===== src/rtl/rxb_pkg.sv =====
// Constants and types of the receive buffer manager
package rxb_pkg;
  localparam int unsigned PADDR_W = 8;
  // Register byte offsets
  localparam logic [7:0] OFS_CTRL = 8'h00;
  localparam logic [7:0] OFS_RING_HI = 8'h04;
  localparam logic [7:0] OFS_STAT_HI = 8'h08;
  localparam logic [7:0] OFS_TX_HI = 8'h0c;
  localparam logic [7:0] OFS_RING_START = 8'h10;
  localparam logic [7:0] OFS_RING_END = 8'h14;
  localparam logic [7:0] OFS_RING_WRITE = 8'h18;
  localparam logic [7:0] OFS_RING_READ = 8'h1c;
  localparam logic [7:0] OFS_STAT_CUR = 8'h20;
  localparam logic [7:0] OFS_TX_CUR = 8'h24;
  localparam logic [7:0] OFS_LOW_MARK = 8'h28;
  localparam logic [7:0] OFS_BUF_ADDR0 = 8'h2c;
  localparam logic [7:0] OFS_BUF_ADDR1 = 8'h30;
  localparam logic [7:0] OFS_WORDS_LEFT0 = 8'h34;
  localparam logic [7:0] OFS_WORDS_LEFT1 = 8'h38;
  localparam logic [7:0] OFS_TX_FRAG = 8'h3c;
  localparam logic [7:0] OFS_STATUS = 8'h40;
  // Control field positions
  localparam int unsigned CTRL_RECEIVER_ENABLE_BIT_BIT = 0;
  localparam int unsigned CTRL_WIDE_BIT = 1;
  // Status field positions
  localparam int unsigned STAT_STATE_LSB = 0;
  localparam int unsigned STAT_COUNT_LSB = 4;
  localparam int unsigned STAT_EMPTY_BIT = 12;
  // Reset values
  localparam logic [1:0] RST_CTRL = 2'h0;
  localparam logic [15:0] RST_HALF = 16'h0000;
  localparam logic [31:0] RST_WORD = 32'h0000_0000;
  // Descriptor geometry: four 16-bit fields per descriptor
  localparam logic [1:0] DESC_LAST_IDX = 2'h3;
  localparam logic [15:0] STEP_NARROW = 16'h0002;
  localparam logic [15:0] STEP_WIDE = 16'h0004;
  localparam logic [15:0] ADV_NARROW = 16'h0008;
  localparam logic [15:0] ADV_WIDE = 16'h0010;
  localparam logic [31:0] DEC_NARROW = 32'h0000_0001;
  localparam logic [31:0] DEC_WIDE = 32'h0000_0002;

  typedef enum logic [2:0] {
    ST_IDLE,
    ST_FETCH,
    ST_WAIT,
    ST_STORE,
    ST_WSTAT,
    ST_CHECK
  } rxb_state_t;
endpackage


===== src/rtl/rxb_rx_buffer_manager.sv =====
// Receive descriptor and buffer manager with APB register slave and memory master
`timescale 1ns/1ps
module rxb_rx_buffer_manager (
  input wire logic clk,
  input wire logic resetn,
  input wire logic psel,
  input wire logic penable,
  input wire logic pwrite,
  input wire logic [rxb_pkg::PADDR_W-1:0] paddr,
  input wire logic [31:0] pwdata,
  output logic [31:0] prdata,
  output logic pready,
  output logic pslverr,
  input wire logic pktValid,
  input wire logic [31:0] pktData,
  input wire logic pktLast,
  input wire logic pktMatch,
  input wire logic [15:0] pktStatus,
  input wire logic [15:0] pktByteCount,
  output logic pktReady,
  output logic memReq,
  output logic memWe,
  output logic [31:0] memAddr,
  output logic [31:0] memWdata,
  input wire logic [31:0] memRdata,
  input wire logic memAck,
  output logic [31:0] txDescAddr,
  output logic [31:0] txFragAddr
);
  import rxb_pkg::*;
  logic [1:0] ctrl_ff, nxt_ctrl;
  logic [15:0] ringHi_ff, nxt_ringHi, statHi_ff, nxt_statHi, txHi_ff, nxt_txHi;
  logic [15:0] ringStart_ff, nxt_ringStart, ringEnd_ff, nxt_ringEnd;
  logic [15:0] ringWrite_ff, nxt_ringWrite, ringRead_ff, nxt_ringRead;
  logic [15:0] statCur_ff, nxt_statCur, txCur_ff, nxt_txCur, lowMark_ff, nxt_lowMark;
  logic [31:0] bufAddr_ff, nxt_bufAddr, wordsLeft_ff, nxt_wordsLeft, txFrag_ff, nxt_txFrag;
  logic [31:0] startAddr_ff, nxt_startAddr;
  logic [15:0] pktStat_ff, nxt_pktStat, pktCount_ff, nxt_pktCount, step, adv;
  logic [7:0] doneCnt_ff, nxt_doneCnt;
  rxb_state_t state_ff, nxt_state;
  logic [1:0] idx_ff, nxt_idx;
  logic lastSeen_ff, nxt_lastSeen, empty_ff, nxt_empty, wide, receiver_enable_bit, ack, take;
  logic memReq_ff, nxt_memReq, memWe_ff, nxt_memWe, pktReady_ff, nxt_pktReady;
  logic [31:0] memAddr_ff, nxt_memAddr, memWdata_ff, nxt_memWdata;
  logic [31:0] prdata_ff, nxt_prdata, txDescAddr_ff, nxt_txDescAddr;
  logic pready_ff, nxt_pready, pslverr_ff, nxt_pslverr;
  // Clears the address bits that must be zero for the current bus width
  function automatic logic [15:0] alignOfs(input logic [15:0] ofs, input logic w);
    alignOfs = w ? {ofs[15:2], 2'b00} : {ofs[15:1], 1'b0};
  endfunction

  // Offset sum stays 16 bits so a carry never reaches the base half
  function automatic logic [31:0] descAddr(input logic [15:0] hi, input logic [15:0] ofs,
                                           input logic [1:0] i, input logic w);
    logic [15:0] fieldOfs;
    fieldOfs = w ? {12'h000, i, 2'b00} : {13'h0000, i, 1'b0};
    descAddr = {hi, alignOfs(ofs + fieldOfs, w)};
  endfunction
  assign wide = ctrl_ff[CTRL_WIDE_BIT];
  assign receiver_enable_bit = ctrl_ff[CTRL_RECEIVER_ENABLE_BIT_BIT];
  assign step = wide ? STEP_WIDE : STEP_NARROW;
  assign adv = wide ? ADV_WIDE : ADV_NARROW;
  assign ack = memReq_ff & memAck;
  assign take = pktValid & pktReady_ff;
  always_comb begin
    nxt_ctrl = ctrl_ff;
    nxt_ringHi = ringHi_ff;
    nxt_statHi = statHi_ff;
    nxt_txHi = txHi_ff;
    nxt_ringStart = ringStart_ff;
    nxt_ringEnd = ringEnd_ff;
    nxt_ringWrite = ringWrite_ff;
    nxt_ringRead = ringRead_ff;
    nxt_statCur = statCur_ff;
    nxt_txCur = txCur_ff;
    nxt_lowMark = lowMark_ff;
    nxt_bufAddr = bufAddr_ff;
    nxt_wordsLeft = wordsLeft_ff;
    nxt_txFrag = txFrag_ff;
    nxt_startAddr = startAddr_ff;
    nxt_pktStat = pktStat_ff;
    nxt_pktCount = pktCount_ff;
    nxt_doneCnt = doneCnt_ff;
    nxt_state = state_ff;
    nxt_idx = idx_ff;
    nxt_lastSeen = lastSeen_ff;
    nxt_empty = empty_ff;
    nxt_memReq = memReq_ff;
    nxt_memWe = memWe_ff;
    nxt_memAddr = memAddr_ff;
    nxt_memWdata = memWdata_ff;
    nxt_pktReady = pktReady_ff;
    // Read data is latched in the setup cycle and shown with pready in the access cycle
    nxt_pready = psel & ~penable;
    nxt_pslverr = 1'b0;
    nxt_prdata = RST_WORD;
    if (psel && !penable) begin
      unique case (paddr)
        OFS_CTRL: nxt_prdata = {30'h0, ctrl_ff};
        OFS_RING_HI: nxt_prdata = {16'h0, ringHi_ff};
        OFS_STAT_HI: nxt_prdata = {16'h0, statHi_ff};
        OFS_TX_HI: nxt_prdata = {16'h0, txHi_ff};
        OFS_RING_START: nxt_prdata = {16'h0, ringStart_ff};
        OFS_RING_END: nxt_prdata = {16'h0, ringEnd_ff};
        OFS_RING_WRITE: nxt_prdata = {16'h0, ringWrite_ff};
        OFS_RING_READ: nxt_prdata = {16'h0, ringRead_ff};
        OFS_STAT_CUR: nxt_prdata = {16'h0, statCur_ff};
        OFS_TX_CUR: nxt_prdata = {16'h0, txCur_ff};
        OFS_LOW_MARK: nxt_prdata = {16'h0, lowMark_ff};
        OFS_BUF_ADDR0: nxt_prdata = {16'h0, bufAddr_ff[15:0]};
        OFS_BUF_ADDR1: nxt_prdata = {16'h0, bufAddr_ff[31:16]};
        OFS_WORDS_LEFT0: nxt_prdata = {16'h0, wordsLeft_ff[15:0]};
        OFS_WORDS_LEFT1: nxt_prdata = {16'h0, wordsLeft_ff[31:16]};
        OFS_TX_FRAG: nxt_prdata = txFrag_ff;
        OFS_STATUS: nxt_prdata = {19'h0, empty_ff, doneCnt_ff, 1'b0, state_ff};
        default: nxt_pslverr = 1'b1;
      endcase
    end
    if (psel && penable && pready_ff && pwrite) begin
      unique case (paddr)
        OFS_CTRL: nxt_ctrl = pwdata[1:0];
        OFS_RING_HI: nxt_ringHi = pwdata[15:0];
        OFS_STAT_HI: nxt_statHi = pwdata[15:0];
        OFS_TX_HI: nxt_txHi = pwdata[15:0];
        OFS_RING_START: nxt_ringStart = pwdata[15:0];
        OFS_RING_END: nxt_ringEnd = pwdata[15:0];
        OFS_RING_WRITE: nxt_ringWrite = pwdata[15:0];
        OFS_RING_READ: nxt_ringRead = pwdata[15:0];
        OFS_STAT_CUR: nxt_statCur = pwdata[15:0];
        OFS_TX_CUR: nxt_txCur = pwdata[15:0];
        OFS_LOW_MARK: nxt_lowMark = pwdata[15:0];
        OFS_BUF_ADDR0: nxt_bufAddr[15:0] = pwdata[15:0];
        OFS_BUF_ADDR1: nxt_bufAddr[31:16] = pwdata[15:0];
        OFS_WORDS_LEFT0: nxt_wordsLeft[15:0] = pwdata[15:0];
        OFS_WORDS_LEFT1: nxt_wordsLeft[31:16] = pwdata[15:0];
        OFS_TX_FRAG: nxt_txFrag = pwdata;
        default: ;
      endcase
    end
    // Transmit list pointer; fragment address is passed on without any masking
    nxt_txDescAddr = {txHi_ff, alignOfs(txCur_ff, wide)};
    if (ack) nxt_memReq = 1'b0;
    // Engine updates come last so they win over a simultaneous software write
    unique case (state_ff)
      ST_IDLE: begin
        nxt_pktReady = 1'b0;
        if (receiver_enable_bit) begin
          nxt_state = ST_FETCH;
          nxt_idx = 2'h0;
        end
      end
      ST_FETCH: begin
        if (ack) begin
          unique case (idx_ff)
            2'h0: nxt_bufAddr[15:0] = memRdata[15:0];
            2'h1: nxt_bufAddr[31:16] = memRdata[15:0];
            2'h2: nxt_wordsLeft[15:0] = memRdata[15:0];
            2'h3: nxt_wordsLeft[31:16] = memRdata[15:0];
          endcase
          if (idx_ff == DESC_LAST_IDX) begin
            nxt_ringRead = (ringRead_ff + adv == ringEnd_ff) ? ringStart_ff : ringRead_ff + adv;
            nxt_state = ST_WAIT;
            nxt_pktReady = receiver_enable_bit;
          end else begin
            nxt_idx = idx_ff + 2'h1;
          end
        end else if (!memReq_ff) begin
          // An empty ring stalls here until software adds a descriptor
          nxt_empty = (ringRead_ff == ringWrite_ff);
          if (ringRead_ff != ringWrite_ff) begin
            nxt_memReq = 1'b1;
            nxt_memWe = 1'b0;
            nxt_memAddr = descAddr(ringHi_ff, ringRead_ff, idx_ff, wide);
          end
        end
      end
      ST_WAIT, ST_STORE: begin
        if (ack) begin
          nxt_bufAddr = bufAddr_ff + {16'h0, step};
          nxt_wordsLeft = wordsLeft_ff - (wide ? DEC_WIDE : DEC_NARROW);
          if (lastSeen_ff) begin
            nxt_state = ST_WSTAT;
            nxt_idx = 2'h0;
          end else begin
            nxt_pktReady = 1'b1;
          end
        end else if (state_ff == ST_WAIT && !receiver_enable_bit) begin
          nxt_state = ST_IDLE;
          nxt_pktReady = 1'b0;
        end else if (take && pktMatch && !memReq_ff) begin
          nxt_memReq = 1'b1;
          nxt_memWe = 1'b1;
          nxt_memAddr = {bufAddr_ff[31:16], alignOfs(bufAddr_ff[15:0], wide)};
          nxt_memWdata = wide ? pktData : {16'h0, pktData[15:0]};
          nxt_lastSeen = pktLast;
          nxt_pktReady = 1'b0;
          if (state_ff == ST_WAIT) begin
            nxt_startAddr = bufAddr_ff;
            nxt_state = ST_STORE;
          end
          if (pktLast) begin
            nxt_pktStat = pktStatus;
            nxt_pktCount = pktByteCount;
          end
        end
      end
      ST_WSTAT: begin
        if (ack) begin
          if (idx_ff == DESC_LAST_IDX) begin
            nxt_statCur = statCur_ff + adv;
            nxt_doneCnt = doneCnt_ff + 8'h01;
            nxt_state = ST_CHECK;
          end else begin
            nxt_idx = idx_ff + 2'h1;
          end
        end else if (!memReq_ff) begin
          nxt_memReq = 1'b1;
          nxt_memWe = 1'b1;
          nxt_memAddr = descAddr(statHi_ff, statCur_ff, idx_ff, wide);
          unique case (idx_ff)
            2'h0: nxt_memWdata = {16'h0, pktStat_ff};
            2'h1: nxt_memWdata = {16'h0, pktCount_ff};
            2'h2: nxt_memWdata = {16'h0, startAddr_ff[15:0]};
            2'h3: nxt_memWdata = {16'h0, startAddr_ff[31:16]};
          endcase
        end
      end
      ST_CHECK: begin
        nxt_idx = 2'h0;
        if (wordsLeft_ff < {16'h0, lowMark_ff}) begin
          nxt_state = ST_FETCH;
        end else if (receiver_enable_bit) begin
          nxt_state = ST_WAIT;
          nxt_pktReady = 1'b1;
        end else begin
          nxt_state = ST_IDLE;
        end
      end
    endcase
  end
  always_ff @(posedge clk or negedge resetn) begin
    if (!resetn) begin
      ctrl_ff <= RST_CTRL;
      ringHi_ff <= RST_HALF;
      statHi_ff <= RST_HALF;
      txHi_ff <= RST_HALF;
      ringStart_ff <= RST_HALF;
      ringEnd_ff <= RST_HALF;
      ringWrite_ff <= RST_HALF;
      ringRead_ff <= RST_HALF;
      statCur_ff <= RST_HALF;
      txCur_ff <= RST_HALF;
      lowMark_ff <= RST_HALF;
      bufAddr_ff <= RST_WORD;
      wordsLeft_ff <= RST_WORD;
      txFrag_ff <= RST_WORD;
      startAddr_ff <= RST_WORD;
      pktStat_ff <= RST_HALF;
      pktCount_ff <= RST_HALF;
      doneCnt_ff <= 8'h00;
      state_ff <= ST_IDLE;
      idx_ff <= 2'h0;
      lastSeen_ff <= 1'b0;
      empty_ff <= 1'b0;
      memReq_ff <= 1'b0;
      memWe_ff <= 1'b0;
      memAddr_ff <= RST_WORD;
      memWdata_ff <= RST_WORD;
      pktReady_ff <= 1'b0;
      prdata_ff <= RST_WORD;
      pready_ff <= 1'b0;
      pslverr_ff <= 1'b0;
      txDescAddr_ff <= RST_WORD;
    end else begin
      ctrl_ff <= nxt_ctrl;
      ringHi_ff <= nxt_ringHi;
      statHi_ff <= nxt_statHi;
      txHi_ff <= nxt_txHi;
      ringStart_ff <= nxt_ringStart;
      ringEnd_ff <= nxt_ringEnd;
      ringWrite_ff <= nxt_ringWrite;
      ringRead_ff <= nxt_ringRead;
      statCur_ff <= nxt_statCur;
      txCur_ff <= nxt_txCur;
      lowMark_ff <= nxt_lowMark;
      bufAddr_ff <= nxt_bufAddr;
      wordsLeft_ff <= nxt_wordsLeft;
      txFrag_ff <= nxt_txFrag;
      startAddr_ff <= nxt_startAddr;
      pktStat_ff <= nxt_pktStat;
      pktCount_ff <= nxt_pktCount;
      doneCnt_ff <= nxt_doneCnt;
      state_ff <= nxt_state;
      idx_ff <= nxt_idx;
      lastSeen_ff <= nxt_lastSeen;
      empty_ff <= nxt_empty;
      memReq_ff <= nxt_memReq;
      memWe_ff <= nxt_memWe;
      memAddr_ff <= nxt_memAddr;
      memWdata_ff <= nxt_memWdata;
      pktReady_ff <= nxt_pktReady;
      prdata_ff <= nxt_prdata;
      pready_ff <= nxt_pready;
      pslverr_ff <= nxt_pslverr;
      txDescAddr_ff <= nxt_txDescAddr;
    end
  end
  assign prdata = prdata_ff;
  assign pready = pready_ff;
  assign pslverr = pslverr_ff;
  assign pktReady = pktReady_ff;
  assign memReq = memReq_ff;
  assign memWe = memWe_ff;
  assign memAddr = memAddr_ff;
  assign memWdata = memWdata_ff;
  assign txDescAddr = txDescAddr_ff;
  assign txFragAddr = txFrag_ff;
endmodule


===== config.mk =====
export PLATFORM = sky130hd
export DESIGN_NAME = rxb_rx_buffer_manager
export DESIGN_NICKNAME = d
export VERILOG_FILES = /design/src/rtl/rxb_pkg.sv /design/src/rtl/rxb_rx_buffer_manager.sv
export SDC_FILE = /design/constraint.sdc
export NUM_CORES = 1
export LEC_CHECK = 0
export BUFFER_PORTS_ARGS = -buffer_cell sky130_fd_sc_hd__buf_2
export CAP_MARGIN = 20
export CORE_MARGIN = 2
export CORE_UTILIZATION = 25
export DETAILED_ROUTE_END_ITERATION = 7
export HOLD_SLACK_MARGIN = 0.06
export SLEW_MARGIN = 20
export SYNTH_ARGS = -nofsm -noshare
export SYNTH_HDL_FRONTEND = slang
export SYNTH_SLANG_ARGS = --single-unit

===== constraint.sdc =====
create_clock -name clk -period 3.84 [get_ports clk]
set_clock_uncertainty 0.15 [all_clocks]
set_input_delay 0.192 -clock clk [delete_from_list [all_inputs] [get_ports clk]]
set_output_delay 0.192 -clock clk [all_outputs]
set_load 0.01 [all_outputs]

* After elaboration in Yosys (flattened, before gate mapping)
Cells that the tools add are included.
Word-level totals: input port bits 145, logic and storage cells 239, bits in registers 470
Operators by class: bitwise gates (word level) 7, $add $sub $neg 8, mux-type cells 103, reductions and logical operators 39, order comparisons 1, equality and inequality tests 50
Operators with widths (number):
- two-way mux 32 bit | 21
- one-hot mux 32 bit (17 select lines) | 1
- two-way mux 16 bit | 19
- one-hot mux 32 bit (2 select lines) | 3
- one-hot mux 32 bit (4 select lines) | 1
- one-hot mux 32 bit (3 select lines) | 1
- equality test 8 x 6 -> 1 bit (second input constant) | 8
- != test 2 bit (second input constant) | 18
- two-way mux 3 bit | 11
- adder 16 x 4 -> 16 bit | 2
- adder 16 x 5 -> 16 bit | 2
- adder 32 x 3 -> 32 bit | 1
- equality test 16 bit | 2
- equality test 8 x 5 -> 1 bit (second input constant) | 4
- < comparator 32 x 16 -> 1 bit | 1
- subtractor 32 x 2 -> 32 bit | 1
- two-way mux 1 bit | 27
- two-way mux 2 bit | 12
- AND reduction 2 bit | 10
- OR reduction 17 bit | 1
- equality test 8 x 4 -> 1 bit (second input constant) | 2
- != test 16 bit | 1
- one-hot mux 3 bit (5 select lines) | 1
- AND reduction 5 bit | 3
- 34 further kinds | 55

* Logic depth before layout (Yosys ltp)
Gate-level depths: netlist (run 1).
word-level depth 7, depth in mapped cells 12, gate-level depth less buffers 12

* Worst setup path after synthesis (run 1)
Ideal clock, no wire load.
path type reg-to-reg, start point register ctrl_ff[1], end point register ringRead_ff[0], buffers on the path 1, slack 0.379 ns, data required time 3.567 ns, period minus slack after synthesis 3.461 ns, library setup time 0.123 ns, arrival time 3.189 ns, cell stages (with the launch flop) 12, cells stage by stage dfrtp_1 > inv_1 > ha_1 > fa_1 > xnor2_1 > nand3_1 > nor4_1 > nand3_1 > or4_1 > buf_2 > or4_1 > o221a_2
Between the ends: cells in the longest elaborated chain, start to end 7
Ends and longest elaborated chain:
- from (decl) | line rxb_rx_buffer_manager.sv:31 | logic [1:0] ctrl_ff, nxt_ctrl;
- from (signal assigned) | line rxb_rx_buffer_manager.sv:275 | ctrl_ff <= nxt_ctrl;
- two-way mux 5 bit | line rxb_rx_buffer_manager.sv:62 | assign adv = wide ? ADV_WIDE : ADV_NARROW;
- adder 16 x 5 -> 16 bit | line rxb_rx_buffer_manager.sv:161 | nxt_ringRead = (ringRead_ff + adv == ringEnd_ff) ? ringStart_ff : ringRead_ff + adv;
- equality test 16 bit | line rxb_rx_buffer_manager.sv:161
- two-way mux 16 bit | line rxb_rx_buffer_manager.sv:161
- two-way mux 16 bit | line rxb_rx_buffer_manager.sv:160 | if (idx_ff == DESC_LAST_IDX) begin
- two-way mux 16 bit | line rxb_rx_buffer_manager.sv:153 | if (ack) begin
- two-way mux 16 bit | line rxb_rx_buffer_manager.sv:144 | unique case (state_ff)
- to (signal assigned) | line rxb_rx_buffer_manager.sv:282 | ringRead_ff <= nxt_ringRead;
- to (decl) | line rxb_rx_buffer_manager.sv:34 | logic [15:0] ringWrite_ff, nxt_ringWrite, ringRead_ff, nxt_ringRead;
No other way between the ends. A chain may end at the register's enable or synchronous reset.

* Worst setup path in the final report (run 1)
start point register ctrl_ff[1], end point register ringRead_ff[12]
Between the ends: cells in the longest elaborated chain, start to end 7
Ends and longest elaborated chain (line):
- two-way mux 5 bit * | rxb_rx_buffer_manager.sv:62
- adder 16 x 5 -> 16 bit * | rxb_rx_buffer_manager.sv:161
- equality test 16 bit | rxb_rx_buffer_manager.sv:161
- two-way mux 16 bit * | rxb_rx_buffer_manager.sv:161
- two-way mux 16 bit * | rxb_rx_buffer_manager.sv:160
- two-way mux 16 bit * | rxb_rx_buffer_manager.sv:153
- two-way mux 16 bit * | rxb_rx_buffer_manager.sv:144
- net nxt_ringRead[12] | rxb_rx_buffer_manager.sv:34
Mark *: on every way through the listed nets, which the timed path passes. The rest lies on a longest branch.

==> reports/results.ini, run 1 <==
[outcome]
status=complete, no violations

[finish]
fin_cells=4152
drive_gt1_frac=0.272
fin_nets=3000
n_fill_cell=10100
synthToLayoutAreaGrowth_pct=26.6

[power]
clockPowerShare=0.334
pwr_density_cell_nw_per_um2=529
netSwitchingFraction=0.369
sequentialPowerShare=0.398
ir_drop_mv=0.379
p_leak_nw=13.9
switchingPower_w=0.00610
combPwrFrac=0.269
p_int_w=0.0104

[synthesis]
yosys.area_share.adder=0.0221
synth_xor_area_frac=0.0467
synth_top_area_share=0.474
ys_seq_area_frac=0.474
ys_ff_latch=468
synth_cell_types=76
synth_compound_area_frac=0.148
synth_area_leaders=dfrtp_1 47%, mux2_2 10%, mux2i_1 3.6%
yosys.area_share.simple=0.133
syn_inst=2405
syn_area_sq_um=24700
synth-edff-count=0
yosysTopAreaCell=dfrtp_1
ys_async_sr_fraction=1.00
syn_avg_cell_area_sq_um=10.3
synthFlopType=dfrtp_1
ys_warn_count=0
synth_common_cells=468 x dfrtp_1, 224 x mux2_2, 224 x nor2_1, 207 x nand2_1, 136 x clkbuf_1
synth.most_common_cell=dfrtp_1
synth_top_family_by_area=compound AO/OA/AOI/OAI gates
synthMuxAreaShare=0.140

[drt]
ant_nets=0
highest_layer=met5
viasPerCell=5.39
drtIter0Drc=2977
wl_met3_microns=10400
met1_length_microns=45200
drt_wl_total_microns=112000
firstDrtPassIters=7
avgRoutedWirePerCell_microns=27.0
dr_wl_met2_microns=48300
vias=22400
drc_errors=0

[critical_path]
worst_setup_path_start_kind=flop
worst-path-buf-inv=2
crit_path_max_incr_delay_ps=650
r2r_start=ctrl_ff[1]$_DFFE_PN0P_
reg2reg_to=ringRead_ff[12]$_DFF_PN0_
cp_cell_sequence=inv_1 > ha_1 > fa_1 > xnor2_1 > nand3_1 > nor4_1 > nand3_1 > or4_1 > buf_4 > o211ai_1 > o311a_1
ff2ff_path_depth=11
arrival_ps=3890
critPathSlowestCell=or4_1
crit_top_cell=nand3_1
cp_max_fo=9
cp-end-kind=flop
required_ps=4260
path_delay_family=simple AND/OR/NAND/NOR gates
rrSetupSlack_ps=360
critPathKind=reg -> reg

[hold_path]
min_path_type=in -> reg
hold_depth=5
hold_end=lastSeen_ff$_DFFE_PN0P_
hp-start=pktMatch

[clock_network]
clock-sinks=468
clock_tree.root_cell=clkbuf_16
clk-insertion-delay-late_ps=630
hold_buffers=121
cts_tree=yes
htreeDepth=2
cts_buffers=52
ctsLongestPathBuffers=3
postCtsResizedCells=0
post_cts_buffers=0
clkTransAtPathRegs_ps=60

[grt]
groute.usage.overall=0.215
grt-ovfl-total=0
antenna_found_initial=15
grt_pass1_wl_microns=160000
grt_pass1_vias=21600
grt_max_degree=123

[place]
dp_hpwl_microns=80500
portBuffers=291
placed_cells=3927
place.gp.congestion=1.02

[sta]
fin_crit_sh=0.906
fin_tns_setup_ps=0
finalCriticalPeriod_ps=3480
setup_violations=0
timing.slew.headroom=0.302
rsz0062_at_grt=no
slew_violations=0
max_slew.worst_pin.slew_ps=1020
clock.fmax_mhz=288
hold_viol=0

[die]
die_area_sq_um=101000
initial_utilization=0.252
ioPinCount=310
std_cell_rows=115
die_x_microns=318
core_sq_um=98100
die_y_microns=318

[job]
drv_cap=0

==> tightest hold or removal path, cell delays in order <==
cell and delay [ps]:
buf_2 100, nand4_1 140, or3_1 280, nand2_1 80, nand2_1 60
==> routing by layer <==
metal,global-route usage,vias to the layer above
met5,0,-
met4,0.127,12
met3,0.0489,346
met2,0.325,1260
met1,0.280,11100
li1,-,9633
==> registers in the layout, indices dropped and copies added (netlist names), 31 cells and up <==
register	flops
txFragAddr	32
txDescAddr	31
prdata	32
memWdata	32
bufAddr_ff	32
memAddr	31
startAddr_ff	32
wordsLeft_ff	32
==> cells in the final DEF, fill, tap and decap left out, types with 53 or more instances in the layout <==
cell type,n
a21oi_1,114
a22oi_1,86
buf_2,290
buf_4,122
clkbuf_16,53
dfrtp_1,468
dlygate4sd3_1,121
mux2_2,224
mux2i_1,88
nand2_1,206
nand3_1,66
nor2_1,219
o21ai_0,69
xnor2_1,75
xor2_1,54
==> final cells by class <==
| type | count | area, sq um | area share |
|---|---|---|---|
| multi-input combinational | 1714 | 12200 | 0.390 |
| sequential | 468 | 11700 | 0.374 |
| timing repair buffer | 542 | 3760 | 0.120 |
| tap | 1287 | 1610 | 0.0515 |
| clock buffer | 66 | 1450 | 0.0462 |
| clock inverter | 28 | 399 | 0.0128 |
| inverter | 37 | 139 | 0.00444 |
| antenna | 10 | 25.0 | 0.000800 |
==> power by group through the flow <==
| stage | clock [W] | combinational, W | sequential (W) |
|---|---|---|---|
| floorplan | 0 | 0.00252 | 0.00609 |
| global placement | 0 | 0.00421 | 0.00660 |
| detailed placement | 0 | 0.00424 | 0.00662 |
| CTS | 0.00561 | 0.00438 | 0.00653 |
| global route | 0.00580 | 0.00479 | 0.00659 |
| finish | 0.00552 | 0.00445 | 0.00658 |
==> worst max-delay path by stage <==
| stage | startpoint | end | slack, ps | depth (start not counted) |
|---|---|---|---|---|
| finish | ctrl_ff[1]$_DFFE_PN0P_ | ringRead_ff[12]$_DFF_PN0_ | 360 | 11 |
| global route | ctrl_ff[1]$_DFFE_PN0P_ | ringRead_ff[2]$_DFFE_PN0P_ | 150 | 12 |
| CTS | ringRead_ff[3]$_DFF_PN0_ | ringRead_ff[2]$_DFFE_PN0P_ | 390 | 9 |
| detailed placement | ringRead_ff[3]$_DFF_PN0_ | ringRead_ff[2]$_DFFE_PN0P_ | 410 | 9 |
| global placement | ringRead_ff[3]$_DFF_PN0_ | ringRead_ff[2]$_DFFE_PN0P_ | 460 | 9 |
| floorplan | ctrl_ff[1]$_DFFE_PN0P_ | ringRead_ff[0]$_DFFE_PN0P_ | 380 | 11 |
==> through the flow <==
stage | instance area, sq um | utilization | total power, W | setup WS (ps) | hold WS, ps
2_1_floorplan | 24700 | - | 0.00861 | 379 | -254
3_3_place_gp | 28200 | 0.287 | 0.0108 | 459 | 87.5
3_5_place_dp | 28200 | 0.287 | 0.0109 | 410 | 87.1
4_1_cts | 31300 | 0.318 | 0.0165 | 392 | 70.6
5_1_grt | 31300 | 0.319 | 0.0172 | 148 | 127
6_report | 31300 | 0.319 | 0.0165 | 362 | 105
==> logic make-up (layout without fill, tap and decap cells) <==
logic type	count (synthesis)	after routing
flops	468	468
simple gates	702	702
buf+inv	224	673
fa+ha+maj	40	40
xor+xnor	130	130
compound gates	526	526
mux	314	314
other cells	1	12
No activity file was read; power rests on OpenSTA's default activity.
==> run 2, diff against run 1 <==
--- a/config.mk
+++ b/config.mk
@@ -7,10 +7,13 @@
 export LEC_CHECK = 0
 export BUFFER_PORTS_ARGS = -buffer_cell sky130_fd_sc_hd__buf_2
 export CAP_MARGIN = 20
+export CELL_PAD_IN_SITES_DETAIL_PLACEMENT = 1
+export CELL_PAD_IN_SITES_GLOBAL_PLACEMENT = 1
 export CORE_MARGIN = 2
 export CORE_UTILIZATION = 25
 export DETAILED_ROUTE_END_ITERATION = 7
 export HOLD_SLACK_MARGIN = 0.06
+export PLACE_DENSITY_LB_ADDON = 0.3
 export SLEW_MARGIN = 20
 export SYNTH_ARGS = -nofsm -noshare
 export SYNTH_HDL_FRONTEND = slang
==> reports/results.ini, run 2 (synthesis gave the netlist of run 1 again) <==
[outcome]
status=complete, no violations  ; unchanged

[critical_path]
path_delay_family=compound AO/OA/AOI/OAI gates  ; was simple AND/OR/NAND/NOR gates
cp_cell_sequence=buf_4 > ha_1 > a21oi_1 > nor4_4 > xor2_1 > a2111oi_2 > and4_1 > nand2_1 > o311a_1  ; was inv_1 > ha_1 > fa_1 > xnor2_1 > nand3_1 > nor4_1 > nand3_1 > or4_1 > buf_4 > o211ai_1 > o311a_1
required_ps=4230  ; was 4260 ps
cp-end-kind=flop  ; unchanged
critPathSlowestCell=a2111oi_2  ; was or4_1
critPathKind=reg -> reg  ; unchanged
crit_path_max_incr_delay_ps=470  ; was 650 ps
worst_setup_path_start_kind=flop  ; unchanged
arrival_ps=3920  ; was 3890 ps
rrSetupSlack_ps=310  ; was 360 ps
r2r_start=ctrl_ff[1]$_DFFE_PN0P_  ; unchanged
cp_max_fo=11  ; was 9
reg2reg_to=ringRead_ff[13]$_DFF_PN0_  ; was ringRead_ff[12]$_DFF_PN0_
worst-path-buf-inv=1  ; was 2
ff2ff_path_depth=9  ; was 11

[clock_network]
htreeDepth=2  ; unchanged
cts_buffers=56  ; was 52
clock-sinks=468  ; unchanged
clock_tree.root_cell=clkbuf_16  ; unchanged
post_cts_buffers=0  ; unchanged
ctsLongestPathBuffers=3  ; unchanged
clk-insertion-delay-late_ps=670  ; was 630 ps
cts_tree=yes  ; unchanged
clkTransAtPathRegs_ps=60  ; about the same

[grt]
groute.usage.overall=0.239  ; was 0.215
grt_pass1_vias=23500  ; was 21600
grt-ovfl-total=0  ; unchanged
antenna_found_initial=10  ; was 15
grt_pass1_wl_microns=177000  ; was 160000 microns
grt_max_degree=82  ; was 123

[sta]
rsz0062_at_grt=no  ; unchanged
timing.slew.headroom=0.323  ; was 0.302
worst_slack_ps=306  ; was 362 ps
slew_violations=0  ; unchanged
setup_violations=0  ; unchanged
hold_viol=0  ; unchanged
fin_tns_setup_ps=0  ; unchanged
clock.fmax_mhz=283  ; was 288 MHz
finalCriticalPeriod_ps=3530  ; was 3480 ps
max_slew.worst_pin.slew_ps=1020  ; about the same
fin_crit_sh=0.920  ; was 0.906

[hold_path]
hp-start=paddr[6]  ; was pktMatch
min_path_type=in -> reg  ; unchanged
hold_depth=4  ; was 5
hold_end=prdata[5]$_DFF_PN0_  ; was lastSeen_ff$_DFFE_PN0P_

[die]
core_sq_um=98100  ; unchanged
initial_utilization=0.252  ; unchanged
die_area_sq_um=101000  ; unchanged
die_x_microns=318  ; unchanged
std_cell_rows=115  ; unchanged
die_y_microns=318  ; unchanged
ioPinCount=310  ; unchanged

[drt]
firstDrtPassIters=6  ; was 7
ant_nets=0  ; unchanged
drt_wl_total_microns=124000  ; was 112000 microns
viasPerCell=5.45  ; was 5.39
drc_errors=0  ; unchanged
avgRoutedWirePerCell_microns=29.8  ; was 27.0 microns
vias=22700  ; was 22400
drtIter0Drc=2134  ; was 2977

[finish]
synthToLayoutAreaGrowth_pct=26.8  ; was 26.6%
drive_gt1_frac=0.272  ; about the same
final_common_cell=dfrtp_1  ; unchanged
fin_cells=4167  ; was 4152
layout_common_cells=468 x dfrtp_1, 290 x buf_2, 224 x mux2_2, 219 x nor2_1, 206 x nand2_1  ; unchanged
fin_nets=3012  ; was 3000

[place]
place.gp.congestion=0.947  ; was 1.02
pre_cts_ws_ps=74.5  ; was 410 ps
dp_hpwl_microns=89800  ; was 80500 microns
placed_cells=3930  ; was 3927
portBuffers=291  ; unchanged

[power]
p_leak_nw=13.9  ; about the same
ir_drop_mv=0.335  ; was 0.379 mV
pwr_density_cell_nw_per_um2=526  ; was 529 nW/um^2
finalPower_w=0.0165  ; about the same

[job]
drv_cap=0  ; unchanged

## run 2: worst max-delay path by stage
stage	startpoint	end	slack, ps	cells past startpoint
3_3_place_gp	ctrl_ff[1]$_DFFE_PN0P_	ringRead_ff[0]$_DFFE_PN0P_	170	9
4_1_cts	ctrl_ff[1]$_DFFE_PN0P_	ringRead_ff[13]$_DFF_PN0_	50	9
5_1_grt	ctrl_ff[1]$_DFFE_PN0P_	memAddr[12]$_DFFE_PN0P_	50	12
3_5_place_dp	ctrl_ff[1]$_DFFE_PN0P_	ringRead_ff[13]$_DFF_PN0_	70	9
6_report	ctrl_ff[1]$_DFFE_PN0P_	ringRead_ff[13]$_DFF_PN0_	310	9
2_1_floorplan	ctrl_ff[1]$_DFFE_PN0P_	ringRead_ff[0]$_DFFE_PN0P_	380	11
## run 2: cell type report
type	count	area [sq um]
Multi-Input combinational cell	1714	12200
Timing Repair Buffer	550	3880
Antenna cell	6	15.0
Tap cell	1287	1610
Inverter	37	139
Clock inverter	26	211
Fill cell	11100	66800
Clock buffer	79	1550
Sequential cell	468	11700
## run 2: through the flow
stage | hold slack (ps) | util | instance area, sq um
after global routing | 73.4 | 0.319 | 31300
after global placement | 153 | 0.288 | 28300
after detailed placement | 143 | 0.288 | 28300
after CTS | 64.9 | 0.319 | 31300
after floorplan | -254 | - | 24700
final | 96.6 | 0.319 | 31300
## run 2: worst min-delay path, cell delays in order
cell and delay (ps):
buf_2 210, nor4_1 90, a31oi_1 150, a31oi_1 180
## run 2: timing repair
action | in CTS | in global routing
setup endpoints to repair | 0 | 16
endpoints found under the hold margin | 459 | 0
hold buffers | 125 | 0
gates resized for setup | 0 | 2
## run 2: report_power, final
group	total, W	switching [W]	leakage (nW)	internal, W
clock	0.00520	0.00236	0.850	0.00284
combinational	0.00475	0.00301	6.86	0.00174
sequential	0.00651	0.00104	6.24	0.00547
total	0.0165	0.00641	13.9	0.0100
## run 2: routing by layer
layer  vias to the layer above  GRT usage  part of all wire  wire length (microns)
met1                     11800      0.316              0.43                  53000
met5                         -          0           0.00019                     23
li1                       9623          -                 -                      -
met4                         4     0.0991             0.046                   5680
met3                       236     0.0436             0.070                   8640
met2                      1019      0.384              0.46                  57000
